`config.mk`:
```
export PLATFORM = sky130hd
export DESIGN_NAME = msc_stop_ctrl
export DESIGN_NICKNAME = d
export VERILOG_FILES = /design/src/hw/msc_pkg.sv /design/src/hw/msc_timer.sv /design/src/hw/msc_stop_ctrl.sv
export VERILOG_INCLUDE_DIRS = /design/src /design/src/hw
export SDC_FILE = /design/constraint.sdc
export NUM_CORES = 1
export LEC_CHECK = 0
export BUFFER_PORTS_ARGS = -buffer_cell sky130_fd_sc_hd__buf_2
export CORE_ASPECT_RATIO = 1.2
export CORE_MARGIN = 3
export CORE_UTILIZATION = 40
export DETAILED_ROUTE_END_ITERATION = 6
export SLEW_MARGIN = 20
export SYNTH_ARGS = -nofsm -noshare
export SYNTH_HDL_FRONTEND = slang
export SYNTH_SLANG_ARGS = --single-unit
```
`constraint.sdc`:
```
create_clock -name core_clk_i -period 5.85 [get_ports core_clk_i]
set_input_delay 0 -clock core_clk_i [delete_from_list [all_inputs] [get_ports core_clk_i]]
set_output_delay 0 -clock core_clk_i [all_outputs]
set_load 0.01 [all_outputs]
```
`src/hw/msc_cfg.svh`:
```
// Constants for the motor stop-control block: setting codes, frequency scale, timing.
// Assumes frequencies arrive in 0.01 Hz units and settings as plain integers.
`ifndef MSC_CFG_SVH
`define MSC_CFG_SVH
`define MSC_STOP_DECEL_STD    16'd9999
`define MSC_STOP_DECEL_ALT    16'd8888
`define MSC_STOP_COAST_MAX    16'd100
`define MSC_STOP_ALT_BASE     16'd1000
`define MSC_STOP_ALT_MAX      16'd1100
`define MSC_THR_DISABLED      16'd9999
`define MSC_THR_MAX_HZ        16'd400
`define MSC_HZ_SCALE          32'd100
`define MSC_HYST_CENTI_HZ     32'd200
`define MSC_PM_START_CENTI    16'h0001
`define MSC_CLK_HZ            32'd10000000
`define MSC_TICK_NS           32'd100
`define MSC_BLINK_HALF_NS     32'd100000000
`define MSC_BLINK_HALF_CYC    (`MSC_BLINK_HALF_NS / `MSC_TICK_NS)
`endif

```
`src/hw/msc_pkg.sv`:
```
// Types for the motor stop-control block.
// Assumes the cfg header supplies all numeric constants.
package msc_pkg;
  typedef enum logic [3:0] {
    MSC_IDLE  = 4'b0001,
    MSC_RUN   = 4'b0010,
    MSC_DECEL = 4'b0100,
    MSC_COAST = 4'b1000
  } msc_state_e;
  typedef logic [15:0] msc_freq_t;
endpackage

```
`src/hw/msc_timer.sv`:
```
// Down-counting delay timer for the delayed-coast stop.
// Assumes one-cycle load pulses; counts down on every rising clock edge while armed.
`timescale 1ns/100ps
module msc_timer #(
  parameter int W = 32
) (
  input  wire logic         core_clk_i,
  input  wire logic         rst_n_i,
  input  wire logic         load_i,
  input  wire logic         clear_i,
  input  wire logic [W-1:0] count_i,
  output logic              active_o,
  output logic              done_o
);
  logic [W-1:0] remain;
  logic         armed;

  always_ff @(posedge core_clk_i) begin
    if (!rst_n_i) begin
      remain <= '0;
      armed  <= 1'b0;
    end else if (clear_i) begin
      remain <= '0;
      armed  <= 1'b0;
    end else if (load_i) begin
      remain <= count_i;
      armed  <= 1'b1;
    end else if (armed && remain != '0) begin
      remain <= remain - 1'b1;
    end else begin
      armed  <= 1'b0;
    end
  end

  assign active_o = armed;
  assign done_o   = armed && (remain == '0);
endmodule

```
`src/hw/msc_stop_ctrl.sv`:
```
// Motor stop control: stop-method selection and low-frequency output stop.
// Assumes synchronous command inputs and frequencies in 0.01 Hz units.
// Operation
// - Settings 9999 or 8888 ramp the output down when start drops.
// - Settings 0 to 100 cut output that many seconds after start drops.
// - Settings 1000 to 1100 cut output after setting minus 1000 seconds.
// - 9999/0-100 use forward/reverse starts; 8888/1000-1100 use start plus direction.
// - Running indicator drops when delayed-coast stop cuts the output.
// - Stop setting ignored during power-fail, panel, comm-error or network stops.
// - Delayed-coast settings keep tracking the command until output shuts off.
// - Restart during coasting begins at the starting frequency.
// - Command and output at or below threshold cut the output to coast.
// - Threshold 9999 disables; enabled output stop suppresses DC injection braking.
// - Restart only above threshold plus 2 Hz, from starting or 0.01 Hz.
// - Compare the output frequency taken before slip compensation.
// - Output stop is disabled during process control, inching and power-fail stop.
// - No output stop during reverse deceleration unless both values reach threshold.
// - Blink direction lamps fast while held off with direction but no command.
// - Command falling to threshold with start held makes the drive coast.
`timescale 1ns/100ps
`include "msc_cfg.svh"
module msc_stop_ctrl #(
  parameter int unsigned CLK_HZ     = `MSC_CLK_HZ,
  parameter int unsigned BLINK_HALF = `MSC_BLINK_HALF_CYC
) (
  input  wire logic           core_clk_i,
  input  wire logic           rst_n_i,
  input  wire logic           forward_start_input_i,
  input  wire logic           reverse_start_input_i,
  input  wire logic [15:0]    stop_method_setting_i,
  input  wire logic [15:0]    coast_threshold_frequency_i,
  input  wire msc_pkg::msc_freq_t starting_frequency_setting_i,
  input  wire msc_pkg::msc_freq_t freq_command_i,
  input  wire msc_pkg::msc_freq_t output_freq_pre_slip_i,
  input  wire logic           output_freq_falling_i,
  input  wire logic           power_failure_stop_active_i,
  input  wire logic           panel_stop_active_i,
  input  wire logic           comm_error_stop_active_i,
  input  wire logic           network_estop_active_i,
  input  wire logic           process_control_active_i,
  input  wire logic           inching_active_i,
  input  wire logic           pm_motor_i,
  output logic                output_enable_o,
  output logic                run_cmd_o,
  output logic                reverse_dir_o,
  output logic                decel_to_stop_o,
  output logic                start_at_base_o,
  output msc_pkg::msc_freq_t  start_freq_o,
  output logic                dc_brake_inhibit_o,
  output logic                running_o,
  output logic                forward_lamp_o,
  output logic                reverse_lamp_o
);
  import msc_pkg::*;

  localparam logic [31:0] TICKS_PER_S = 32'(CLK_HZ);

  msc_state_e state;
  msc_state_e next_state;

  // Setting decode
  logic sel_decel_std;
  logic sel_decel_alt;
  logic sel_coast_std;
  logic sel_coast_alt;
  logic start_dir_mode;
  logic [15:0] delay_s;
  logic override_stop;

  always_comb begin
    sel_decel_std  = stop_method_setting_i == `MSC_STOP_DECEL_STD;
    sel_decel_alt  = stop_method_setting_i == `MSC_STOP_DECEL_ALT;
    sel_coast_std  = stop_method_setting_i <= `MSC_STOP_COAST_MAX;
    sel_coast_alt  = stop_method_setting_i >= `MSC_STOP_ALT_BASE &&
                     stop_method_setting_i <= `MSC_STOP_ALT_MAX;
    start_dir_mode = sel_decel_alt || sel_coast_alt;
    delay_s        = sel_coast_alt ? 16'(stop_method_setting_i - `MSC_STOP_ALT_BASE)
                                   : stop_method_setting_i;
    override_stop  = power_failure_stop_active_i || panel_stop_active_i ||
                     comm_error_stop_active_i || network_estop_active_i;
  end

  // Start and direction interpretation
  logic start_req;
  logic rev_req;
  always_comb begin
    if (start_dir_mode) begin
      start_req = forward_start_input_i;
      rev_req   = reverse_start_input_i;
    end else begin
      start_req = forward_start_input_i ^ reverse_start_input_i;
      rev_req   = reverse_start_input_i && !forward_start_input_i;
    end
  end

  logic start_q;
  always_ff @(posedge core_clk_i) begin
    if (!rst_n_i) begin
      start_q <= 1'b0;
    end else begin
      start_q <= start_req;
    end
  end
  wire start_fall = start_q && !start_req;

  // Delayed-coast timer, whole ticks per configured second
  logic        coast_sel;
  logic [31:0] delay_ticks;
  logic        tmr_active;
  logic        tmr_done;
  assign coast_sel   = (sel_coast_std || sel_coast_alt) && !override_stop;
  assign delay_ticks = 32'(delay_s) * TICKS_PER_S;

  msc_timer #(.W(32)) u_timer (
    .core_clk_i (core_clk_i),
    .rst_n_i    (rst_n_i),
    .load_i     (start_fall && coast_sel && state == MSC_RUN),
    .clear_i    (start_req || !coast_sel),
    .count_i    (delay_ticks),
    .active_o   (tmr_active),
    .done_o     (tmr_done)
  );

  // Low-frequency output stop
  logic        thr_enabled;
  logic [31:0] thr_centi;
  logic        cmd_low;
  logic        out_low;
  logic        cmd_restart;
  logic        lf_allowed;
  logic        lf_cut;
  logic        lf_hold;
  assign thr_enabled = coast_threshold_frequency_i != `MSC_THR_DISABLED &&
                       coast_threshold_frequency_i <= `MSC_THR_MAX_HZ;
  assign thr_centi   = 32'(coast_threshold_frequency_i) * `MSC_HZ_SCALE;
  assign cmd_low     = 32'(freq_command_i) <= thr_centi;
  assign out_low     = 32'(output_freq_pre_slip_i) <= thr_centi;
  assign cmd_restart = 32'(freq_command_i) > thr_centi + `MSC_HYST_CENTI_HZ;
  assign lf_allowed  = thr_enabled && !process_control_active_i &&
                       !inching_active_i && !power_failure_stop_active_i;
  // Reverse deceleration alone does not trigger; both values low does
  assign lf_cut      = lf_allowed && cmd_low && out_low &&
                       !(rev_req && output_freq_falling_i && !cmd_low);

  always_ff @(posedge core_clk_i) begin
    if (!rst_n_i) begin
      lf_hold <= 1'b0;
    end else if (!lf_allowed || !start_req) begin
      lf_hold <= 1'b0;
    end else if (lf_cut) begin
      lf_hold <= 1'b1;
    end else if (lf_hold && cmd_restart) begin
      lf_hold <= 1'b0;
    end
  end

  // Main sequencer
  always_comb begin
    next_state = state;
    case (state)
      MSC_IDLE: begin
        if (start_req && !lf_cut && (!lf_allowed || cmd_restart || !cmd_low)) begin
          next_state = MSC_RUN;
        end
      end
      MSC_RUN: begin
        if (lf_cut) begin
          next_state = MSC_COAST;
        end else if (!start_req) begin
          next_state = coast_sel ? MSC_RUN : MSC_DECEL;
        end
        if (tmr_done) begin
          next_state = MSC_COAST;
        end
      end
      MSC_DECEL: begin
        if (start_req) begin
          next_state = MSC_RUN;
        end else if (output_freq_pre_slip_i == '0) begin
          next_state = MSC_IDLE;
        end else if (lf_cut) begin
          next_state = MSC_COAST;
        end
      end
      MSC_COAST: begin
        if (start_req && !lf_hold && !lf_cut) begin
          next_state = MSC_RUN;
        end else if (!start_req) begin
          next_state = MSC_IDLE;
        end
      end
      default: next_state = MSC_IDLE;
    endcase
  end

  always_ff @(posedge core_clk_i) begin
    if (!rst_n_i) begin
      state <= MSC_IDLE;
    end else begin
      state <= next_state;
    end
  end

  // Restart frequency marker, pulse when leaving idle or coast
  logic restart_pulse;
  always_ff @(posedge core_clk_i) begin
    if (!rst_n_i) begin
      restart_pulse <= 1'b0;
      start_freq_o  <= '0;
    end else begin
      restart_pulse <= next_state == MSC_RUN && state != MSC_RUN && state != MSC_DECEL;
      start_freq_o  <= pm_motor_i && lf_allowed ? msc_freq_t'(`MSC_PM_START_CENTI)
                                                : starting_frequency_setting_i;
    end
  end
  assign start_at_base_o = restart_pulse;

  // Direction latch
  always_ff @(posedge core_clk_i) begin
    if (!rst_n_i) begin
      reverse_dir_o <= 1'b0;
    end else if (start_req) begin
      reverse_dir_o <= rev_req;
    end
  end

  // Registered drive outputs
  always_ff @(posedge core_clk_i) begin
    if (!rst_n_i) begin
      output_enable_o    <= 1'b0;
      run_cmd_o          <= 1'b0;
      decel_to_stop_o    <= 1'b0;
      running_o          <= 1'b0;
      dc_brake_inhibit_o <= 1'b0;
    end else begin
      output_enable_o    <= next_state == MSC_RUN || next_state == MSC_DECEL;
      run_cmd_o          <= next_state == MSC_RUN;
      decel_to_stop_o    <= next_state == MSC_DECEL;
      running_o          <= next_state == MSC_RUN || next_state == MSC_DECEL;
      dc_brake_inhibit_o <= thr_enabled;
    end
  end

  // Fast lamp blink while held off with direction but no frequency command
  logic [31:0] blink_cnt;
  logic        blink_ph;
  logic        lamp_blink;
  assign lamp_blink = state == MSC_COAST && start_req && cmd_low && lf_allowed;
  always_ff @(posedge core_clk_i) begin
    if (!rst_n_i) begin
      blink_cnt <= '0;
      blink_ph  <= 1'b0;
    end else if (!lamp_blink) begin
      blink_cnt <= '0;
      blink_ph  <= 1'b1;
    end else if (blink_cnt >= BLINK_HALF - 1) begin
      blink_cnt <= '0;
      blink_ph  <= !blink_ph;
    end else begin
      blink_cnt <= blink_cnt + 32'd1;
    end
  end

  always_ff @(posedge core_clk_i) begin
    if (!rst_n_i) begin
      forward_lamp_o <= 1'b0;
      reverse_lamp_o <= 1'b0;
    end else begin
      forward_lamp_o <= start_req && !rev_req && (!lamp_blink || blink_ph);
      reverse_lamp_o <= start_req && rev_req && (!lamp_blink || blink_ph);
    end
  end

  // Assertions
  run_drop_coast_a: assert property (@(posedge core_clk_i) disable iff (!rst_n_i)
    state == MSC_RUN && tmr_done |=> !running_o)
    else $error("run kept at coast");
  decel_sel_a: assert property (@(posedge core_clk_i) disable iff (!rst_n_i)
    state == MSC_RUN && !start_req && !coast_sel && !lf_cut && !tmr_done
    |=> state == MSC_DECEL)
    else $error("no ramp stop");
  coast_cut_a: assert property (@(posedge core_clk_i) disable iff (!rst_n_i)
    state == MSC_RUN && lf_cut |=> state == MSC_COAST && !output_enable_o)
    else $error("no low freq cut");
  hyst_hold_a: assert property (@(posedge core_clk_i) disable iff (!rst_n_i)
    lf_hold && !cmd_restart && start_req && lf_allowed |=> lf_hold)
    else $error("restart below hysteresis");
  lf_disable_a: assert property (@(posedge core_clk_i) disable iff (!rst_n_i)
    inching_active_i || process_control_active_i |-> !lf_cut)
    else $error("output stop while disabled");
  override_a: assert property (@(posedge core_clk_i) disable iff (!rst_n_i)
    override_stop |=> !tmr_active)
    else $error("coast timer under override");
  dc_inhibit_a: assert property (@(posedge core_clk_i) disable iff (!rst_n_i)
    $rose(thr_enabled) |=> dc_brake_inhibit_o)
    else $error("dc brake not inhibited");
  restart_base_a: assert property (@(posedge core_clk_i) disable iff (!rst_n_i)
    state == MSC_COAST && next_state == MSC_RUN |=> start_at_base_o)
    else $error("no base restart");
  track_a: assert property (@(posedge core_clk_i) disable iff (!rst_n_i)
    state == MSC_RUN && coast_sel && !tmr_done && !lf_cut |=> run_cmd_o)
    else $error("tracking dropped before shutoff");
  coast_load_a: assert property (@(posedge core_clk_i) disable iff (!rst_n_i)
    start_fall && coast_sel && state == MSC_RUN |=> tmr_active)
    else $error("coast delay not started");
  alt_delay_a: assert property (@(posedge core_clk_i) disable iff (!rst_n_i)
    sel_coast_alt |-> delay_s + `MSC_STOP_ALT_BASE == stop_method_setting_i)
    else $error("offset delay wrong");
  both_starts_a: assert property (@(posedge core_clk_i) disable iff (!rst_n_i)
    state == MSC_IDLE && !start_dir_mode && forward_start_input_i && reverse_start_input_i
    |=> !output_enable_o)
    else $error("both starts ran");
  dir_select_a: assert property (@(posedge core_clk_i) disable iff (!rst_n_i)
    start_dir_mode && forward_start_input_i |=> reverse_dir_o == $past(reverse_start_input_i))
    else $error("direction input ignored");
  pm_restart_a: assert property (@(posedge core_clk_i) disable iff (!rst_n_i)
    state == MSC_COAST && next_state == MSC_RUN && pm_motor_i && lf_allowed
    |=> start_freq_o == `MSC_PM_START_CENTI)
    else $error("pm restart not from minimum");
  pre_slip_a: assert property (@(posedge core_clk_i) disable iff (!rst_n_i)
    state == MSC_RUN && !tmr_done &&
    32'(output_freq_pre_slip_i) > 32'(coast_threshold_frequency_i) * `MSC_HZ_SCALE
    |=> state != MSC_COAST)
    else $error("cut above threshold");
  rev_decel_a: assert property (@(posedge core_clk_i) disable iff (!rst_n_i)
    state == MSC_RUN && rev_req && output_freq_falling_i && !cmd_low && !tmr_done
    |=> state != MSC_COAST)
    else $error("cut in reverse decel");
  blink_off_a: assert property (@(posedge core_clk_i) disable iff (!rst_n_i)
    lamp_blink && !blink_ph |=> !forward_lamp_o && !reverse_lamp_o)
    else $error("lamp lit in dark phase");
  cmd_drop_a: assert property (@(posedge core_clk_i) disable iff (!rst_n_i)
    state == MSC_RUN && start_req && lf_cut |=> !output_enable_o && lf_hold)
    else $error("no coast on low command");
  ovr_ramp_a: assert property (@(posedge core_clk_i) disable iff (!rst_n_i)
    state == MSC_RUN && override_stop && !start_req && !lf_cut && !tmr_done
    |=> state == MSC_DECEL)
    else $error("delay used under override");
  ramp_hold_a: assert property (@(posedge core_clk_i) disable iff (!rst_n_i)
    state == MSC_DECEL && !start_req && output_freq_pre_slip_i != '0 && !lf_cut
    |=> decel_to_stop_o)
    else $error("ramp abandoned");
  pf_no_lf_a: assert property (@(posedge core_clk_i) disable iff (!rst_n_i)
    power_failure_stop_active_i |-> !lf_cut)
    else $error("output stop in power fail");
  thr_off_a: assert property (@(posedge core_clk_i) disable iff (!rst_n_i)
    !thr_enabled |=> !lf_hold)
    else $error("hold kept while disabled");

  coast_seen_c:  cover property (@(posedge core_clk_i) state == MSC_RUN ##1 state == MSC_COAST);
  decel_seen_c:  cover property (@(posedge core_clk_i) state == MSC_DECEL ##1 state == MSC_IDLE);
  restart_c:     cover property (@(posedge core_clk_i) state == MSC_COAST ##1 state == MSC_RUN);
  blink_c:       cover property (@(posedge core_clk_i) lamp_blink && $changed(blink_ph));
  std_ramp_c:    cover property (@(posedge core_clk_i) sel_decel_std && state == MSC_DECEL);
endmodule

```
; ---- After elaboration in Yosys (flattened, before gate mapping)
; Index checks and enable logic that the tools add are counted.
[totals]
regBits = 96
wordCells = 138
[classes]
addsub = 4
n_mul = 2
magnitude_cmp = 8
eq_ne = 12
n_mux = 23
bitwise_logic = 3
reduce_logical = 68
[op_table]
columns = cell, n
row1 = two-way mux 32 bit, 2
row2 = less-or-equal comparator 16 x 23 -> 1 bit, 2
row3 = two-way mux 4 bit, 9
row4 = "adder 32 x 1 -> 32 bit, second input constant", 1
row5 = ">= comparator 32 x 20 -> 1 bit, second input constant", 1
row6 = logical AND 1 bit, 32
row7 = logical NOT 32 bit, 1
row8 = nonzero test 32 bit, 1
row9 = "subtractor 32 x 1 -> 32 bit, second input constant", 1
row10 = "multiplier 16 x 17 -> 25 bit, second input constant", 1
row11 = "adder 23 x 8 -> 24 bit, second input constant", 1
row12 = greater-than comparator 16 x 24 -> 1 bit, 1
row13 = "multiplier 16 x 5 -> 21 bit, second input constant", 1
row14 = "equality test 16 x 14 -> 1 bit, second input constant", 1
row15 = ">= comparator 16 x 10 -> 1 bit, second input constant", 1
row16 = "less-or-equal comparator 16 x 11 -> 1 bit, second input constant", 1
row17 = "less-or-equal comparator 16 x 7 -> 1 bit, second input constant", 1
row18 = "less-or-equal comparator 16 x 9 -> 1 bit, second input constant", 1
row19 = logical NOT 16 bit, 1
row20 = two-way mux 16 bit, 1
row21 = "!= test 16 x 14 -> 1 bit, second input constant", 1
row22 = case mux 4 bit (4 select lines), 1
row23 = "subtractor 16 x 10 -> 16 bit, second input constant", 1
row24 = logical NOT 1 bit, 15
row25 = other kinds (15), 41

; ---- Longest topological paths before layout
; Gate-level depths: netlist of the first run.
[depth]
depth_word = 16
ltp_mapped = 28
ltp_nobuf = 27

; ---- Cells and area by module
; Synthesis of the first run repeated with hierarchy kept, for this count alone.
[hier_totals]
cells_unflattened = 1325
area_unflattened_um2 = 11542.3
[by_module_without_submodules]
columns = mod, instances, cells_per_inst, area_each_um2, seq_area_each_um2
row1 = msc_stop_ctrl, 1, 1103, 9646.8, 1261.2
row2 = msc_timer, 1, 222, 1895.6, 660.6

; ---- Worst setup path before layout of the first run
; Ideal clock, no wire load.
[synth_path]
path_type = input-to-reg
from = input stop_method_setting_i[6]
to = register u_timer.remain[31]
setup_time_ps = 128
t_arrival_ps = 5857
setup_slack_ps = -135
path_stages = 26
n_path_buf = 0
cell_sequence = and2_1 -> nand4_1 -> or4_1 -> a21oi_1 -> xor2_1 -> ha_1 -> inv_1 -> fa_1 -> inv_1 -> ha_1 -> ha_1 -> inv_1 -> fa_1 -> inv_1 -> fa_1 -> ha_1 -> o21a_1 -> o21ai_0 -> o32ai_1 -> o41a_1 -> a21oi_1 -> a21oi_1 -> a31oi_1 -> xnor2_1 -> a21oi_1 -> nor2_1
[synth_via]
elab_chain_len = 9
elab_cells_between_ends = 21
classes_between = add/sub: 1 / mul: 1 / order compare: 3 / eq/ne: 1 / mux: 3 / reduce/logical: 12
[synth_rtl]
columns = item, line_no
row1 = "start, declared", msc_stop_ctrl.sv:30  ; input wire logic [15:0] stop_method_setting_i,
row2 = branches (longest 9 deep; another with multiplier 16 x 17 -> 25 bit), --
row3 = "end signal, assigned", msc_timer.sv:26  ; remain <= count_i;
row4 = "end signal, assigned", msc_timer.sv:29  ; remain <= remain - 1'b1;
row5 = "end, declared", msc_timer.sv:15  ; logic [W-1:0] remain;
; Several ways; the timed one is not identified.
; A chain may end at the register's enable or synchronous reset.

; ---- Final worst setup path of the first run
[layout_path]
from = input stop_method_setting_i[12]
to = register u_timer.remain[30]
; Same word-level chain as after synthesis.

==> results of run 1 <==
[power by group]
group | switching, uW | internal (uW) | leakage (uW) | total (uW)
combinational | 1970 | 1810 | 0.00569 | 3780
clock | 273 | 355 | 0.000159 | 628
sequential | 8.18 | 670 | 0.000784 | 678
[sequential cells by signal, summed over array words and instances, names as in the netlist, 4 cells and up]
signal          flops
state               4
start_freq_o       16
blink_cnt          32
u_timer.remain     32
[synth_stat cells, drive strengths merged (6+ instances only)]
cell / number / area [sq um]
a21o: 10 / 75.07
and2: 20 / 125.1
nand3: 35 / 175.2
nor3b: 6 / 45.04
or3: 9 / 61.31
o21ai: 33 / 165.2
clkbuf: 22 / 82.58
o31ai: 8 / 65.06
buf: 6 / 62.56
nor4: 22 / 165.2
nor3: 31 / 155.2
ha: 222 / 2778
or4: 7 / 56.30
o21a: 10 / 75.07
a211oi: 29 / 222.7
nor2b: 13 / 81.33
nand2: 56 / 212.7
nor2: 106 / 538.0
nand4: 14 / 87.58
dfxtp: 96 / 1922
a31oi: 7 / 43.79
and3: 20 / 125.1
xnor2: 53 / 464.2
xor2: 40 / 350.3
inv: 174 / 653.1
nand2b: 11 / 68.82
a21oi: 50 / 250.2
fa: 72 / 1441
[layout make-up]
cell class                      count  area, sq um
Clock buffer                       10        239.0
Clock inverter                      6        81.33
Fill cell                        2704        13650
Inverter                          174        653.1
Multi-Input combinational cell    979         8865
Sequential cell                    96         1922
Tap cell                          374        467.9
Timing Repair Buffer              232         1540
[metal layers]
metal | share of wire, % | vias to the layer above | global-route usage [%]
li1 | - | 4823 | -
met1 | 41 | 4513 | 20.87
met2 | 53 | 139 | 34.95
met3 | 3.7 | 42 | 3.201
met4 | 2.7 | 2 | 5.557
met5 | 0.062 | - | 0
[worst register-to-register path: cells and delay by family (launching register included)]
kind / cells / cell delay [ns]
AO/OA/AOI/OAI: 2 / 0.97
XOR/XNOR: 1 / 0.07
flip-flops: 1 / 0.36
AND/OR/NAND/NOR: 6 / 1.92
[worst max path at each step]
stage / to / slack (ns) / cells past startpoint
2_1_floorplan: u_timer.remain[31] / 0.01 / 26
3_3_place_gp: u_timer.remain[31] / -0.25 / 27
3_5_place_dp: u_timer.remain[31] / -0.33 / 27
4_1_cts: u_timer.remain[31] / 0.01 / 27
5_1_grt: u_timer.remain[30] / -0.14 / 28
6_report: u_timer.remain[30] / 0.12 / 28
[kinds of logic (layout without fill, tap and decap cells)]
family | count (synthesis) | count (layout) | synth area share, %
and+or+nand+nor | 372 | 372 | 18.46
adders and majority gates | 294 | 294 | 37.37
buffers and inverters | 202 | 422 | 7.070
AOI/OAI and AO/OA | 201 | 201 | 12.16
DFF | 96 | 96 | 17.02
xor gates and xnor gates | 93 | 93 | 7.214
muxes | 7 | 7 | 0.6759
other | 1 | 12 | 0.03321
[what timing repair did]
action                                  in CTS  in global routing
gates resized for setup                      0                 53
hold endpoints to repair                    19                  0
endpoints found under the setup margin       0                  9
hold buffers                                20                  0
setup buffers                                0                  5
[metrics by stage]
stage | total power (uW) | TNS, ns | hold slack [ns] | worst slack (ns) | utilization (%)
3_5_place_dp | 4214 | -1.339 | 0.2027 | -0.3328 | 47.22
3_3_place_gp | 4189 | -0.9680 | 0.1995 | -0.2514 | 47.22
6_report | 5082 | 0 | 0.2006 | 0.1190 | 50.22
4_1_cts | 4886 | 0 | 0.1969 | 0.01245 | 49.11
5_1_grt | 5651 | -0.4871 | 0.2153 | -0.1395 | 50.22
2_1_floorplan | 3073 | 0 | 0.1217 | 0.01112 | -
==> impl_metrics.py, run 1 <==
metrics = {
    "outcome": {
        "status": "complete, no violations",
    },
    "clock_network": {
        "cts_tree": "built",
        "cts.htree.levels": 3,
        "cts-root-buf": "clkbuf_16",
        "numClockSinks": 96,
        "clkSlewWorstSetupHoldPaths_ns": 0.07,
        "clk_latency_ns": 0.35,
        "clock_path_buffers": 2,
        "cts_buffers": 9,
    },
    "worst_setup_path": {
        "cp-startpoint": "stop_method_setting_i[12]",
        "r2r_end": "u_timer.remain[26]",
        "crit_fanout": 5,
        "required_ns": 6.12,
        "reg2reg_from": "u_timer.remain[2]",
        "reg2reg_slack_ns": 2.43,
        "crit_slowest_cell": "or4_4",
        "end_kind": "register",
        "crit_arrival_ns": 6.00,
        "r2r_cells": 9,
        "worstSetupPathType": "in2reg",
        "crit_family": "adder cells",
        "start_kind": "primary input",
        "worstPathBufferInverterCount": 7,
        "cpPeakStageDelay_ns": 0.58,
        "crit_top_cell": "fa_1",
    },
    "sta": {
        "worst_slew_margin_rel_pct": 35.68,
        "drv_slew": 0,
        "finalSetupViolations": 0,
        "period_needed_ns": 5.731,
        "rsz0062_at_grt": "yes",
        "hold_viol": 0,
        "tightest_slew_ns": 0.9560,
        "clock_skew_ns": 0.008103,
        "fin_crit_sh_pct": 97.97,
        "fmax_mhz": 174.5,
    },
    "yosys": {
        "synthCells": 1266,
        "ys_seq_area_share_pct": 17.02,
        "ys_types": 85,
        "synth_edf_count": 0,
        "synthesis.area_sq_um": 11290,
        "yosysWarningCount": 0,
        "ys_ff_latch": 96,
        "synth-main-ff-cell": "dfxtp_1",
        "ys_async_sr_fraction_pct": 0,
        "synth_area_per_cell_sq_um": 8.919,
    },
    "floorplan": {
        "start_util_pct": 41.18,
        "ios": 117,
        "core-area_sq_um": 27420,
        "std_cell_rows": 66,
        "die-area_sq_um": 30290,
        "die_width_um": 159.4,
        "die_y_um": 190.0,
    },
    "cells_and_area": {
        "nets": 1878,
        "fin_area_sq_um": 13770,
        "drive_gt1_share_pct": 20.37,
        "final_common_cell": "ha_1",
        "area_growth_pct": 21.94,
        "n_antenna_cell": 0,
        "layout_common_cells": "ha_1 (210), inv_1 (171), buf_2 (113)",
        "instances_no_fill": 1871,
    },
    "drt": {
        "routed_via_density": 5.088,
        "drtAntennaViolNets": 0,
        "drc": 0,
        "first_iter_violations": 320,
        "dr_total_vias": 9519,
        "drtPass1Iterations": 5,
        "routed_wl_um": 27380,
        "wire_per_inst_um": 14.64,
    },
    "hold_path": {
        "hold_class": "in2reg",
        "hp-start": "forward_start_input_i",
        "hold_depth": 4,
        "whs_endpoint": "start_q",
    },
    "placed_design": {
        "port_buffers": 115,
        "dp_cells": 1830,
        "routabilityCongestion": 0.8589,
        "placed_cell_area_sq_um": 12940,
        "dp_hpwl_um": 23130,
    },
    "pwr": {
        "power_leakage_uw": 0.006631,
        "power.density_nw_per_um2": 369.1,
        "vdd_drop_max_mv": 0.3279,
    },
    "global_routing": {
        "grt_first_pass_wirelength_um": 45990,
        "grt_pass1_vias": 9776,
        "overflow": 0,
        "track_usage_pct": 18.36,
        "grt_max_degree": 35,
        "antenna_found_initial": 1,
    },
    "flow_run": {
        "maxCapViolations": 0,
    },
}
(Power assumes the default switching activity.)
==> run 2, diff against run 1 <==
MAX_ROUTING_LAYER = met4   (was unset)
SETUP_SLACK_MARGIN = 0.4   (was unset)
==> impl_metrics.py, run 2 (synthesis gave the netlist of run 1 again) <==
metrics = {
    "clock_network": {
        "cts-root-buf": "clkbuf_16",
        "clk_latency_ns": 0.35,
        "clkSlewWorstSetupHoldPaths_ns": 0.08,
        "clock_path_buffers": 2,
        "cts_tree": "built",
        "cts.htree.levels": 3,
        "cts_buffers": 9,
        "numClockSinks": 96,
    },
    "pwr": {
        "p_sw_share_pct": 45.04,
        "power_switching_uw": 2284,
        "p_seq_share_pct": 13.4,
        "power.density_nw_per_um2": 371.6,
        "clkPwrFrac_pct": 12.3,
        "p_total_uw": 5072,
        "vdd_drop_max_mv": 0.2926,
        "p_comb_share_pct": 74.3,
        "power_leakage_uw": 0.006521,
        "internal_power_uw": 2788,
    },
    "worst_setup_path": {
        "crit_fanout": 4,
        "endpoint": "u_timer.remain[31]",
        "crit_slowest_cell": "fa_1",
        "worstPathBufferInverterCount": 6,
        "worstSetupPathType": "in2reg",
        "reg2reg_slack_ns": 2.34,
        "r2r_cells": 9,
        "required_ns": 6.05,
        "start_kind": "primary input",
        "cpPeakStageDelay_ns": 0.53,
        "r2r_end": "u_timer.remain[26]",
        "reg2reg_from": "u_timer.remain[2]",
        "crit_top_cell": "fa_1",
        "worst-path-stages": 28,
        "crit_family": "adder cells",
        "end_kind": "register",
        "crit_arrival_ns": 5.72,
        "cp-startpoint": "stop_method_setting_i[12]",
    },
    "drt": {
        "routed_wl_um": 27650,
        "drtPass1Iterations": 5,
        "first_iter_violations": 321,
        "routed_via_density": 5.101,
        "drc": 0,
        "wire_per_inst_um": 14.96,
        "drtAntennaViolNets": 0,
        "dr_total_vias": 9426,
    },
    "placed_design": {
        "placed_cell_area_sq_um": 12860,
        "dp_cells": 1804,
        "routabilityCongestion": 0.9038,
        "port_buffers": 115,
        "dp_hpwl_um": 23540,
    },
    "global_routing": {
        "overflow": 0,
        "grt_max_degree": 35,
        "track_usage_pct": 19.11,
        "grt_first_pass_wirelength_um": 46710,
        "antenna_found_initial": 0,
        "grt_pass1_vias": 9720,
    },
    "cells_and_area": {
        "instances_no_fill": 1848,
        "final_core_util_pct": 49.79,
        "largestRegisters": "blink_cnt (32), u_timer.remain (32), start_freq_o (16)",
        "num-fill-cells": 2667,
        "final_common_cell": "ha_1",
        "area_growth_pct": 20.89,
        "nets": 1855,
        "drive_gt1_share_pct": 19.40,
        "n_antenna_cell": 0,
        "fin_area_sq_um": 13650,
        "layout_common_cells": "ha_1 (211), inv_1 (170), buf_2 (113)",
    },
    "floorplan": {
        "start_util_pct": 41.18,
        "std_cell_rows": 66,
        "die_y_um": 190.0,
        "die-area_sq_um": 30290,
        "ios": 117,
        "core-area_sq_um": 27420,
        "die_width_um": 159.4,
    },
    "sta": {
        "rsz0062_at_grt": "yes",
        "tightest_slew_ns": 0.9622,
        "clock_skew_ns": 0.009782,
        "finalSetupViolations": 0,
        "hold_viol": 0,
        "worst_slew_margin_rel_pct": 35.70,
        "tns_ns": 0,
        "fmax_mhz": 181.2,
        "fin_crit_sh_pct": 94.35,
        "drv_slew": 0,
        "period_needed_ns": 5.520,
    },
    "hold_path": {
        "hold_depth": 4,
        "hold_class": "in2reg",
    },
    "outcome": {
        "status": "complete, no violations",
    },
    "flow_run": {
        "maxCapViolations": 0,
    },
}
run 2: final cells by class:
class                           instances  area (sq um)  area share, %
Clock buffer                            9         225.2          1.650
Clock inverter                          7         96.34         0.7058
Inverter                              174         653.1          4.785
Multi-Input combinational cell        979          8906          65.25
Sequential cell                        96          1922          14.08
Tap cell                              374         467.9          3.428
Timing Repair Buffer                  209          1379          10.10
run 2: worst min-delay path: cells and delay by family:
kind / cells / cell delay, ns
buf+inv: 2 / 0.17
mux: 1 / 0.22
simple gates: 1 / 0.10
run 2: per-stage QoR:
| step | hold slack, ns | worst slack (ns) |
|---|---|---|
| after floorplan | 0.1217 | 0.2774 |
| after CTS | 0.1977 | 0.3877 |
| final | 0.2059 | 0.3304 |
| after global placement | 0.2002 | -0.01435 |
| after global routing | 0.2250 | 0.07709 |
| after detailed placement | 0.2012 | -0.1097 |
run 2: per-layer routing:
metal	GRT usage [%]	up-vias	routed length, um
met5	-	-	0
met4	4.715	0	529
met3	2.395	35	901
met2	36.22	162	14910
met1	21.27	4441	11310
li1	-	4788	-
run 2: worst min path at each step:
stage / from / endpoint / slack [ns]
global placement: starting_frequency_setting_i[12] / start_freq_o[12] / 0.20
finish: forward_start_input_i / start_q / 0.21
global route: forward_start_input_i / start_q / 0.22
detailed placement: starting_frequency_setting_i[6] / start_freq_o[6] / 0.20
CTS: forward_start_input_i / start_q / 0.20
floorplan: starting_frequency_setting_i[10] / start_freq_o[10] / 0.12
run 2: timing repair:
item                                    CTS  global route
hold buffers                             20             0
endpoints found under the hold margin    18             0
endpoints found under the setup margin    5            37
gates resized for setup                  25            13
setup buffers                             3             5
pin swaps                                20            13
run 2: power groups by stage:
stage	Clock [uW]	Combinational (uW)	Sequential, uW
after floorplan	0	2480	696
after global placement	0	3490	693
after detailed placement	0	3520	693
after CTS	646	3710	678
after global routing	670	4260	680
final	625	3770	679
==> run 3, diff against run 2 <==
CORE_ASPECT_RATIO = unset   (was 1.2)
==> impl_metrics.py, run 3 (synthesis gave the netlist of run 1 again) <==
metrics = {
    "outcome": {
        "status": "complete, no violations",
    },
    "sta": {
        "worst_slew_margin_rel_pct": 36.68,
        "final.setup.worst_slack_ns": 0.3668,
        "clock_skew_ns": 0.009362,
        "period_needed_ns": 5.483,
        "hold_viol": 0,
        "drv_slew": 0,
        "tightest_slew_ns": 0.9475,
        "fmax_mhz": 182.4,
        "finalSetupViolations": 0,
        "rsz0062_at_grt": "yes",
        "fin_crit_sh_pct": 93.73,
    },
    "clock_network": {
        "cts_buffers": 9,
        "numClockSinks": 96,
        "cts.htree.levels": 3,
        "cts_tree": "built",
        "clkSlewWorstSetupHoldPaths_ns": 0.07,
        "cts-root-buf": "clkbuf_16",
        "clk_latency_ns": 0.34,
        "clock_path_buffers": 2,
    },
    "floorplan": {
        "die-area_sq_um": 30280,
        "die_width_um": 174.0,
        "std_cell_rows": 60,
        "ios": 117,
        "start_util_pct": 41.32,
        "die_y_um": 174.0,
        "core-area_sq_um": 27330,
    },
    "worst_setup_path": {
        "reg2reg_slack_ns": 2.41,
        "crit_arrival_ns": 5.69,
        "crit_top_cell": "fa_1",
        "crit_slowest_cell": "fa_1",
        "end_kind": "register",
        "required_ns": 6.05,
        "cpPeakStageDelay_ns": 0.56,
        "crit_fanout": 5,
        "worstSetupPathType": "in2reg",
        "start_kind": "primary input",
    },
    "pwr": {
        "power_leakage_uw": 0.006481,
        "power.density_nw_per_um2": 357.8,
        "p_total_uw": 4841,
        "vdd_drop_max_mv": 0.3269,
    },
    "global_routing": {
        "grt_max_degree": 35,
        "met3_usage_pct": 3.014,
        "overflow": 0,
        "grt-busiest-layer": "met2",
        "met1_usage_pct": 23.22,
        "track_usage_pct": 18.56,
        "antenna_found_initial": 3,
        "grt_first_pass_wirelength_um": 45640,
        "grt.met2_usage_pct": 31.82,
        "grt_pass1_vias": 9687,
    },
    "cells_and_area": {
        "area_growth_pct": 19.82,
        "final_core_util_pct": 49.51,
        "drive_gt1_share_pct": 19.28,
        "layout_common_cells": "ha_1 (213), inv_1 (169), buf_2 (113)",
        "final_common_cell": "ha_1",
        "nets": 1854,
        "largestRegisters": "blink_cnt (32), u_timer.remain (32), start_freq_o (16)",
    },
    "placed_design": {
        "port_buffers": 115,
        "routabilityCongestion": 0.8967,
        "post-place-ws_ns": -0.08716,
        "dp_hpwl_um": 22820,
    },
    "drt": {
        "routed_via_density": 5.096,
        "drtPass1Iterations": 7,
        "routed_wl_um": 26850,
        "dr_total_vias": 9418,
        "wire_per_inst_um": 14.53,
        "drc": 0,
        "first_iter_violations": 309,
        "drtAntennaViolNets": 0,
    },
    "hold_path": {
        "hold_class": "in2reg",
    },
    "flow_run": {
        "maxCapViolations": 0,
    },
}
## run 3: cell type report
type | count | area (sq um)
Inverter | 174 | 653.1
Tap cell | 372 | 465.4
Multi-Input combinational cell | 979 | 8837
Fill cell | 2658 | 13800
Sequential cell | 96 | 1922
Antenna cell | 3 | 7.507
Timing Repair Buffer | 208 | 1365
Clock buffer | 10 | 229.0
Clock inverter | 6 | 50.05
## run 3: worst paths after layout
check | from | endpoint | cells past startpoint
min | forward_start_input_i | start_q | 4
max reg2reg | u_timer.remain[2] | u_timer.remain[26] | 9
min reg2reg | blink_cnt[0] | blink_cnt[0] | 1
max | stop_method_setting_i[12] | u_timer.remain[31] | 25
## run 3: critical path, delay by kind of cell
family	cells	cell delay, ns
AOI/OAI and AO/OA	9	1.50
xor gates and xnor gates	2	0.42
adders and majority gates	7	2.64
buffers and inverters	3	0.19
and+or+nand+nor	4	0.90
## run 3: metal layers
layer  wire length (um)  part of all wire (%)  vias to the layer above
li1                   -                     -                     4771
met1              12320                    46                     4466
met2              13090                    49                      155
met3               1085                   4.0                       26
met4                350                   1.3                        0
met5                  0                     0                        -
## run 3: through the flow
stage	std cells	setup TNS (ns)	hold WS, ns	instance area [sq um]
6_report	1848	0	0.1649	13530
5_1_grt	1848	0	0.1818	13530
4_1_cts	1840	0	0.1495	13360
3_5_place_dp	1803	-0.08716	0.2021	12870
3_3_place_gp	1803	-0.001179	0.1984	12860
2_1_floorplan	1277	0	0.1217	11450
## run 3: what timing repair did
item,in CTS,in global routing
pin swaps,7,13
endpoints found under the hold margin,18,0
cloned,0,0
endpoints found under the setup margin,5,11
resized for setup,2,29
setup buffers,2,5
hold buffers,19,0
## run 3: where the power goes
| group | internal [uW] | switching [uW] |
|---|---|---|
| Clock | 294 | 255 |
| Combinational | 1710 | 1900 |
| Sequential | 671 | 7.64 |
